$ cat src/inc/irq_ctrl_pkg.sv
package irq_ctrl_pkg;

    localparam int NUM_SRC = 21;
    localparam int RANK_W = 5;

    // special function register addresses
    localparam logic [7:0] ADDR_INTERRUPT_ENABLE = 8'hA8;
    localparam logic [7:0] ADDR_PRIORITY_SELECT = 8'hB8;
    localparam logic [7:0] ADDR_PENDING_0 = 8'hC0;
    localparam logic [7:0] ADDR_PENDING_1 = 8'hC1;
    localparam logic [7:0] ADDR_PENDING_2 = 8'hC2;

    // interrupt_enable fields
    localparam int IE_GLOBAL_BIT = 7;
    localparam int IE_SPARE_BIT = 6;
    localparam int IE_TIMER_TWO_BIT = 5;
    localparam int IE_UART_ZERO_BIT = 4;
    localparam int IE_SRC_BITS = 6;
    localparam logic [7:0] INTERRUPT_ENABLE_RESET = 8'h00;

    // priority_select_reg: low six bits used, top two read as ones
    localparam logic [5:0] PRIORITY_SELECT_RESET = 6'h00;
    localparam logic [1:0] PRIORITY_SELECT_UNUSED = 2'h3;

    localparam logic [20:0] PENDING_RESET = 21'h00_0000;

    // vector layout: base plus eight bytes per rank
    localparam logic [15:0] VEC_BASE = 16'h0003;
    localparam logic [15:0] RESET_VECTOR = 16'h0000;

    localparam logic [4:0] RANK_CMP_ONE_RISE = 5'd13;
    localparam logic [4:0] RANK_CONV0_DONE = 5'd15;
    localparam logic [4:0] RANK_CONV2_WINDOW = 5'd17;
    localparam logic [4:0] RANK_CONV2_DONE = 5'd18;
    localparam logic [4:0] RANK_RESERVED = 5'd19;
    localparam logic [15:0] VEC_CMP_ONE_RISE = 16'h006B;
    localparam logic [15:0] VEC_CONV0_DONE = 16'h007B;
    localparam logic [15:0] VEC_CONV2_WINDOW = 16'h008B;
    localparam logic [15:0] VEC_CONV2_DONE = 16'h0093;

    // sources that have a flag, and flags cleared by hardware on entry
    localparam logic [20:0] SRC_PRESENT_MASK = 21'h17_FFFF;
    localparam logic [20:0] HW_CLEAR_MASK = 21'h00_000F;

    // one clock to detect, four to make the long call
    localparam int DETECT_CYCLES = 1;
    localparam int CALL_CYCLES = 4;
    localparam logic [2:0] CALL_LAST = 3'(CALL_CYCLES - 1);

    typedef enum logic [1:0] {
        ST_IDLE = 2'b00,
        ST_CALL = 2'b01
    } ctrl_state_t;

endpackage

$ cat src/hw/irq_ctrl.sv
`timescale 1ns/10ps
// What this block does
// - comparator-one rise vectors 0x006B, rank 13
// - converter-zero done vectors 0x007B, rank 15
// - converter-two window vectors 0x008B, rank 17
// - converter-two done vectors 0x0093, rank 18
// - each source has one low/high priority bit
// - high request preempts a low routine
// - nothing preempts a high routine
// - priority bits of sources 0 to 5 reset to low
// - simultaneous requests: higher level wins
// - same level: lowest rank wins
// - sample and decode every clock
// - minimum latency five clocks, detect plus call
// - cache miss stretches the vector call
// - after return, one instruction before next call
// - equal or lower waits for return plus one
// - global enable overrides every individual enable
// - bit five masks timer two; bit six spare
// - software writing pending one raises request
// - clearing global enable blocks same-cycle requests
module irq_ctrl
(
    input wire logic clk,
    input wire logic resetn,
    input wire logic sfr_wr,
    input wire logic sfr_rd,
    input wire logic [7:0] sfr_addr,
    input wire logic [7:0] sfr_wdata,
    output logic [7:0] sfr_rdata,
    input wire logic [20:0] src_event,
    input wire logic [20:0] ext_enable,
    input wire logic [20:0] ext_priority,
    input wire logic cache_miss,
    input wire logic reti,
    input wire logic instr_done,
    output logic call_busy,
    output logic isr_enter,
    output logic [15:0] vector_addr,
    output logic [4:0] vector_rank,
    output logic vector_high,
    output logic in_service_low,
    output logic in_service_high,
    output logic [20:0] pending
);

    logic [7:0] interrupt_enable_reg;
    logic [5:0] priority_select_reg;
    logic [20:0] pending_reg;
    logic [20:0] pending_next;
    logic [7:0] sfr_rdata_reg;
    irq_ctrl_pkg::ctrl_state_t state_reg;
    logic [2:0] call_cnt_reg;
    logic call_busy_reg;
    logic isr_enter_reg;
    logic [15:0] vector_addr_reg;
    logic [4:0] vector_rank_reg;
    logic vector_high_reg;
    logic active_low_reg;
    logic active_high_reg;
    logic reti_hold_reg;

    logic [20:0] src_enable;
    logic [20:0] src_priority;
    logic [20:0] candidate;
    logic [20:0] cand_high;
    logic [20:0] cand_low;
    logic high_found;
    logic low_found;
    logic [4:0] high_rank;
    logic [4:0] low_rank;
    logic global_en;
    logic ie_wr;
    logic ip_wr;
    logic take;
    logic take_high;
    logic [4:0] take_rank;
    logic [20:0] sw_set;
    logic [20:0] sw_clr;
    logic [20:0] hw_clr;

    assign ie_wr = sfr_wr && (sfr_addr == irq_ctrl_pkg::ADDR_INTERRUPT_ENABLE);
    assign ip_wr = sfr_wr && (sfr_addr == irq_ctrl_pkg::ADDR_PRIORITY_SELECT);

    // a write clearing the global bit also gates this cycle's decode
    assign global_en = interrupt_enable_reg[irq_ctrl_pkg::IE_GLOBAL_BIT]
        && !(ie_wr && !sfr_wdata[irq_ctrl_pkg::IE_GLOBAL_BIT]);

    // low sources take their enable and level from the local registers
    always_comb
    begin
        src_enable = ext_enable;
        src_priority = ext_priority;
        src_enable[irq_ctrl_pkg::IE_SRC_BITS-1:0] =
            interrupt_enable_reg[irq_ctrl_pkg::IE_SRC_BITS-1:0];
        src_priority[irq_ctrl_pkg::IE_SRC_BITS-1:0] =
            priority_select_reg;
    end

    assign candidate = pending_reg & src_enable
        & irq_ctrl_pkg::SRC_PRESENT_MASK
        & {irq_ctrl_pkg::NUM_SRC{global_en}};

    // high may come in over a low routine, never over a high one
    assign cand_high = candidate & src_priority
        & {irq_ctrl_pkg::NUM_SRC{!active_high_reg}};
    // low waits for any routine to return
    assign cand_low = candidate & ~src_priority
        & {irq_ctrl_pkg::NUM_SRC{!active_high_reg && !active_low_reg}};

    lowest_rank_pick pick_high
    (
        .req(cand_high),
        .found(high_found),
        .rank(high_rank)
    );

    lowest_rank_pick pick_low
    (
        .req(cand_low),
        .found(low_found),
        .rank(low_rank)
    );

    // level first, then fixed rank inside the level
    assign take_high = high_found;
    assign take_rank = high_found ? high_rank : low_rank;
    // returning routine blocks a call until one more instruction retires
    // entry cycle blocked: the level bit is not open yet
    assign take = (state_reg == irq_ctrl_pkg::ST_IDLE)
        && (high_found || low_found) && !isr_enter_reg
        && !reti_hold_reg && !reti;

    // software writes to the pending bytes: ones set, zeros clear
    always_comb
    begin
        sw_set = 21'h00_0000;
        sw_clr = 21'h00_0000;
        if (sfr_wr)
        begin
            unique case (sfr_addr)
                irq_ctrl_pkg::ADDR_PENDING_0:
                begin
                    sw_set[7:0] = sfr_wdata;
                    sw_clr[7:0] = ~sfr_wdata;
                end
                irq_ctrl_pkg::ADDR_PENDING_1:
                begin
                    sw_set[15:8] = sfr_wdata;
                    sw_clr[15:8] = ~sfr_wdata;
                end
                irq_ctrl_pkg::ADDR_PENDING_2:
                begin
                    sw_set[20:16] = sfr_wdata[4:0];
                    sw_clr[20:16] = ~sfr_wdata[4:0];
                end
                default:
                begin
                    sw_set = 21'h00_0000;
                    sw_clr = 21'h00_0000;
                end
            endcase
        end
    end

    // only edge-style flags are cleared when the call completes
    always_comb
    begin
        hw_clr = 21'h00_0000;
        if (isr_enter_reg)
        begin
            hw_clr[vector_rank_reg] = irq_ctrl_pkg::HW_CLEAR_MASK[vector_rank_reg];
        end
    end

    // sets win over clears so no event is lost; others stay for software
    assign pending_next = ((pending_reg & ~sw_clr & ~hw_clr)
        | sw_set | src_event) & irq_ctrl_pkg::SRC_PRESENT_MASK;

    always_ff @(posedge clk or negedge resetn)
    begin
        if (!resetn)
        begin
            pending_reg <= irq_ctrl_pkg::PENDING_RESET;
        end
        else
        begin
            pending_reg <= pending_next;
        end
    end

    always_ff @(posedge clk or negedge resetn)
    begin
        if (!resetn)
        begin
            interrupt_enable_reg <= irq_ctrl_pkg::INTERRUPT_ENABLE_RESET;
        end
        else if (ie_wr)
        begin
            // the spare bit is stored and read back, nothing else
            interrupt_enable_reg <= sfr_wdata;
        end
    end

    always_ff @(posedge clk or negedge resetn)
    begin
        if (!resetn)
        begin
            priority_select_reg <= irq_ctrl_pkg::PRIORITY_SELECT_RESET;
        end
        else if (ip_wr)
        begin
            priority_select_reg <= sfr_wdata[irq_ctrl_pkg::IE_SRC_BITS-1:0];
        end
    end

    // read data is registered: valid the cycle after the strobe
    always_ff @(posedge clk or negedge resetn)
    begin
        if (!resetn)
        begin
            sfr_rdata_reg <= 8'h00;
        end
        else if (sfr_rd)
        begin
            unique case (sfr_addr)
                irq_ctrl_pkg::ADDR_INTERRUPT_ENABLE:
                    sfr_rdata_reg <= interrupt_enable_reg;
                irq_ctrl_pkg::ADDR_PRIORITY_SELECT:
                    sfr_rdata_reg <= {irq_ctrl_pkg::PRIORITY_SELECT_UNUSED,
                        priority_select_reg};
                irq_ctrl_pkg::ADDR_PENDING_0:
                    sfr_rdata_reg <= pending_reg[7:0];
                irq_ctrl_pkg::ADDR_PENDING_1:
                    sfr_rdata_reg <= pending_reg[15:8];
                irq_ctrl_pkg::ADDR_PENDING_2:
                    sfr_rdata_reg <= {3'h0, pending_reg[20:16]};
                default:
                    sfr_rdata_reg <= 8'h00;
            endcase
        end
    end

    // decode, then four call cycles; a cache miss freezes the count
    always_ff @(posedge clk or negedge resetn)
    begin
        if (!resetn)
        begin
            state_reg <= irq_ctrl_pkg::ST_IDLE;
            call_cnt_reg <= 3'h0;
            call_busy_reg <= 1'b0;
            isr_enter_reg <= 1'b0;
        end
        else
        begin
            isr_enter_reg <= 1'b0;
            unique case (state_reg)
                irq_ctrl_pkg::ST_IDLE:
                begin
                    if (take)
                    begin
                        state_reg <= irq_ctrl_pkg::ST_CALL;
                        call_cnt_reg <= 3'h0;
                        call_busy_reg <= 1'b1;
                    end
                end
                irq_ctrl_pkg::ST_CALL:
                begin
                    if (!cache_miss)
                    begin
                        if (call_cnt_reg == irq_ctrl_pkg::CALL_LAST)
                        begin
                            state_reg <= irq_ctrl_pkg::ST_IDLE;
                            call_busy_reg <= 1'b0;
                            isr_enter_reg <= 1'b1;
                        end
                        else
                        begin
                            call_cnt_reg <= call_cnt_reg + 3'h1;
                        end
                    end
                end
            endcase
        end
    end

    // vector register holds the reset vector until the first call
    always_ff @(posedge clk or negedge resetn)
    begin
        if (!resetn)
        begin
            vector_addr_reg <= irq_ctrl_pkg::RESET_VECTOR;
            vector_rank_reg <= 5'h00;
            vector_high_reg <= 1'b0;
        end
        else if (take)
        begin
            // base plus eight per rank gives 0x6B, 0x7B, 0x8B, 0x93
            vector_addr_reg <= irq_ctrl_pkg::VEC_BASE
                + {8'h00, take_rank, 3'h0};
            vector_rank_reg <= take_rank;
            vector_high_reg <= take_high;
        end
    end

    // two nesting levels: return closes the highest open one
    always_ff @(posedge clk or negedge resetn)
    begin
        if (!resetn)
        begin
            active_low_reg <= 1'b0;
            active_high_reg <= 1'b0;
        end
        else if (isr_enter_reg)
        begin
            if (vector_high_reg)
            begin
                active_high_reg <= 1'b1;
            end
            else
            begin
                active_low_reg <= 1'b1;
            end
        end
        else if (reti)
        begin
            if (active_high_reg)
            begin
                active_high_reg <= 1'b0;
            end
            else
            begin
                active_low_reg <= 1'b0;
            end
        end
    end

    // held from return until the next instruction retires
    always_ff @(posedge clk or negedge resetn)
    begin
        if (!resetn)
        begin
            reti_hold_reg <= 1'b0;
        end
        else if (reti)
        begin
            reti_hold_reg <= 1'b1;
        end
        else if (instr_done)
        begin
            reti_hold_reg <= 1'b0;
        end
    end

    assign sfr_rdata = sfr_rdata_reg;
    assign call_busy = call_busy_reg;
    assign isr_enter = isr_enter_reg;
    assign vector_addr = vector_addr_reg;
    assign vector_rank = vector_rank_reg;
    assign vector_high = vector_high_reg;
    assign in_service_low = active_low_reg;
    assign in_service_high = active_high_reg;
    assign pending = pending_reg;

endmodule

$ cat src/hw/lowest_rank_pick.sv
`timescale 1ns/10ps
module lowest_rank_pick
(
    input wire logic [20:0] req,
    output logic found,
    output logic [4:0] rank
);

    always_comb
    begin
        found = 1'b0;
        rank = 5'h00;
        // scan from the top so the lowest index is left standing
        for (int i = irq_ctrl_pkg::NUM_SRC - 1; i >= 0; i--)
        begin
            if (req[i])
            begin
                found = 1'b1;
                rank = 5'(i);
            end
        end
    end

endmodule

$ cat config.mk
export PLATFORM = sky130hd
export DESIGN_NAME = irq_ctrl
export DESIGN_NICKNAME = d
export VERILOG_FILES = /design/src/inc/irq_ctrl_pkg.sv /design/src/hw/irq_ctrl.sv /design/src/hw/lowest_rank_pick.sv
export SDC_FILE = /design/constraint.sdc
export NUM_CORES = 1
export LEC_CHECK = 0
export ABC_AREA = 1
export ABC_CLOCK_PERIOD_IN_PS = 3350
export BUFFER_PORTS_ARGS = -buffer_cell sky130_fd_sc_hd__buf_2
export CORE_UTILIZATION = 30
export DETAILED_ROUTE_END_ITERATION = 16
export PLACE_DENSITY = 0.53
export SKIP_LAST_GASP = 1
export SLEW_MARGIN = 30
export SYNTH_ARGS = -nofsm -noshare
export SYNTH_HDL_FRONTEND = slang
export SYNTH_SLANG_ARGS = --single-unit
$ cat constraint.sdc
create_clock -name clk -period 3.35 [get_ports clk]
set_clock_uncertainty 0.15 [all_clocks]
set_input_delay 0.67 -clock clk [delete_from_list [all_inputs] [get_ports clk]]
set_output_delay 0.67 -clock clk [all_outputs]
set_load 0.05 [all_outputs]
==> flow_metrics.py <==
metrics = {
    "synthesis": {
        "synth-xor-area-share": 0,
        "synth_top_family_by_area": "simple AND/OR/NAND/NOR gates",
        "yosysTopAreaCell": "dfrtp_1",
        "synth_seq_cells": 57,
        "synth_ff_type": "dfrtp_1",
        "synth-simple-area-share": 0.351,
        "netlist_top_cells_count": "150 x nand2_1, 57 x dfrtp_1, 55 x inv_1",
        "yosysUniqueCellTypes": 45,
        "syn_area_per_cell_um2": 7.22,
        "synth_edf_count": 0,
        "synthArstFlopShare": 1.00,
        "yosys_warnings": 0,
        "synth_compound_area_frac": 0.136,
        "synth-adder-area-share": 0.00664,
        "syn_inst": 522,
        "yosysMostFrequentCell": "nand2_1",
        "synthTopCellsByArea": "dfrtp_1 38%, nand2_1 15%, inv_1 5.5%",
        "synth_area_um2": 3770,
        "yosysTopAreaCellShare": 0.379,
        "ys_seq_area_frac": 0.379,
        "synth_mux_area_frac": 0.0120,
    },
    "clock_tree": {
        "insertion_delay_ns": 0.33,
        "clk_pin_slew_worst_paths_ns": 0.06,
        "root_buffer": "clkbuf_16",
        "cts_tree": "yes",
        "post_cts_resized": 0,
        "post_cts_buffers": 0,
        "hold_buffers": 0,
        "cts_max_level": 3,
        "cts_made_buffers": 9,
        "clockBufferDepth": 2,
        "cts_sinks": 57,
    },
    "floorplanning": {
        "fp.dieW_um": 114,
        "die-area_um2": 13000,
        "start_util": 0.311,
        "io_pins": 141,
        "rows": 40,
        "core_um2": 12100,
        "die_h_um": 114,
    },
    "flow_run": {
        "max_cap_violations": 0,
    },
    "setup_path": {
        "slowest_stage": "nand2_4",
        "worst_setup_path_start_kind": "input pin",
        "r2r-start": "in_service_high",
        "path_cells": "buf_2 > inv_1 > nand2_1 > nor2_4 > nand4_4 > nand2_4 > nor2_1 > nand3_1 > nand2_1 > nor2_1 > nand4_2 > nor2_4 > nand2_2 > nand2_1 > nand2_4 > a21oi_4 > inv_2 > nand2_4 > nand2_1 > o21ai_2",
        "cp_max_fo": 18,
        "endpoint_kind": "flip-flop",
        "cpMostUsedCell": "nand2_1",
        "worstPathRequired_ns": 3.45,
        "startpoint": "sfr_addr[6]",
        "worstSetupPathType": "in2reg",
        "arrival_ns": 2.92,
        "critPathMaxStageDelay_ns": 0.24,
    },
    "global_route": {
        "grt_pass1_wl_um": 19900,
        "antenna_found_initial": 0,
        "overflow": 0,
        "grt_pass1_vias": 3843,
        "grt_max_degree": 27,
        "gr-usage-all-layers": 0.200,
    },
    "sta": {
        "hold_viol_final": 0,
        "period_needed_ns": 2.81,
        "slew_violations": 0,
        "worst_pin_slew_ns": 0.799,
        "max_freq_mhz": 355,
        "setup_tns_ns": 0,
        "max_slew_margin": 0.467,
        "rsz0062_at_grt": "no",
        "setup_viol": 0,
        "fin_crit_sh": 0.840,
    },
    "drt": {
        "route.detailed.drc": 0,
        "ant_nets": 0,
        "dr.pass1.iters": 4,
        "viasPerCell": 4.70,
        "routed_wl_um": 12200,
        "vias": 3813,
        "drt_iter0_markers": 160,
        "routedWlPerCell_um": 15.0,
    },
    "run_status": {
        "status": "finished, final reports clean",
    },
    "power_and_ir_drop": {
        "ir_drop_mv": 0.287,
        "power.density_nw_per_um2": 549,
        "power_leakage_nw": 2.53,
    },
    "worst_hold_path": {
        "hold_class": "in2async",
    },
    "cells_and_area": {
        "fin_nets": 727,
        "antenna_cells": 0,
        "finalInstanceArea_um2": 4770,
        "drive_gt1_frac": 0.298,
        "largest_reg_flops": 20,
        "final_util": 0.394,
        "area_growth_pct": 26.7,
    },
    "placement": {
        "dp_hpwl_um": 9710,
        "portBuffers": 115,
        "gp_routability_congestion": 0.846,
        "placed_area_um2": 4450,
    },
}
## logic make-up after synthesis
kind of cell / count (synthesis)
AO/OA/AOI/OAI: 88
adder cells (fa/ha/maj): 2
buffers and inverters: 90
flip-flops: 57
multiplexers: 4
other: 1
AND/OR/NAND/NOR: 280
## where the power goes
| group | internal, W | leakage [nW] | switching [W] |
|---|---|---|---|
| Clock | 0.000650 | 0.155 | 0.000331 |
| Sequential | 0.000765 | 0.633 | 0.0000798 |
| Combinational | 0.000215 | 1.74 | 0.000580 |
## worst paths after layout
check | endpoint | slack [ns] | cells after the start
max in group asynchronous | pending[9] | 2.28 | 2
max | call_cnt_reg[0] | 0.54 | 20
min | pending[4] | 0.1 | 1
min reg2reg | call_cnt_reg[2] | 0.33 | 2
min in group clk | call_cnt_reg[2] | 0.33 | 2
max reg2reg | vector_rank[0] | 0.61 | 24
## per-stage QoR
step | total power, W | std cells | hold slack [ns] | setup slack, ns
after floorplan | 0.00147 | 531 | 0.224 | 0.725
after global placement | 0.00164 | 796 | 0.319 | 0.247
after detailed placement | 0.00165 | 796 | 0.320 | 0.195
after CTS | 0.00265 | 812 | 0.102 | 0.519
after global routing | 0.00276 | 812 | 0.123 | 0.190
final | 0.00262 | 812 | 0.0982 | 0.535
## layout make-up
class	count	area, µm²
multi-input cells	384	1940
well taps	168	210
clock inverters	7	95.1
fillers	1316	7340
flip-flops and latches	57	1430
clock buffers	9	225
inverters	65	244
repair buffers	122	628
## per-layer routing
layer  share of wire  wire length (µm)  vias to the layer above  GRT usage
li1                -                 -                     1910          -
met1            0.45              5520                     1768      0.268
met2            0.47              5670                      119      0.325
met3           0.065               794                       16     0.0381
met4           0.016               197                        0     0.0623
met5               0                 0                        -          0
## critical path: cells and delay by family
kind | cells | cell delay (ns)
simple gates | 15 | 1.85
buf+inv | 3 | 0.20
compound gates | 2 | 0.20
## cell usage in the layout, fill, tap and decap left out, drive strengths merged, types with 2 or more instances in the layout
cell / count
a31oi: 8
nand4: 9
o2111ai: 2
clkinv: 6
a221oi: 4
clkbuf: 9
mux2: 4
nor4: 3
o31ai: 3
or2: 3
nor2: 65
nor3: 6
inv: 63
a21oi: 23
conb: 10
buf: 122
ha: 2
o21ai: 40
bufinv: 2
nand3: 31
dfrtp: 57
o22ai: 4
nand2: 163
(Power assumes the default switching activity.)
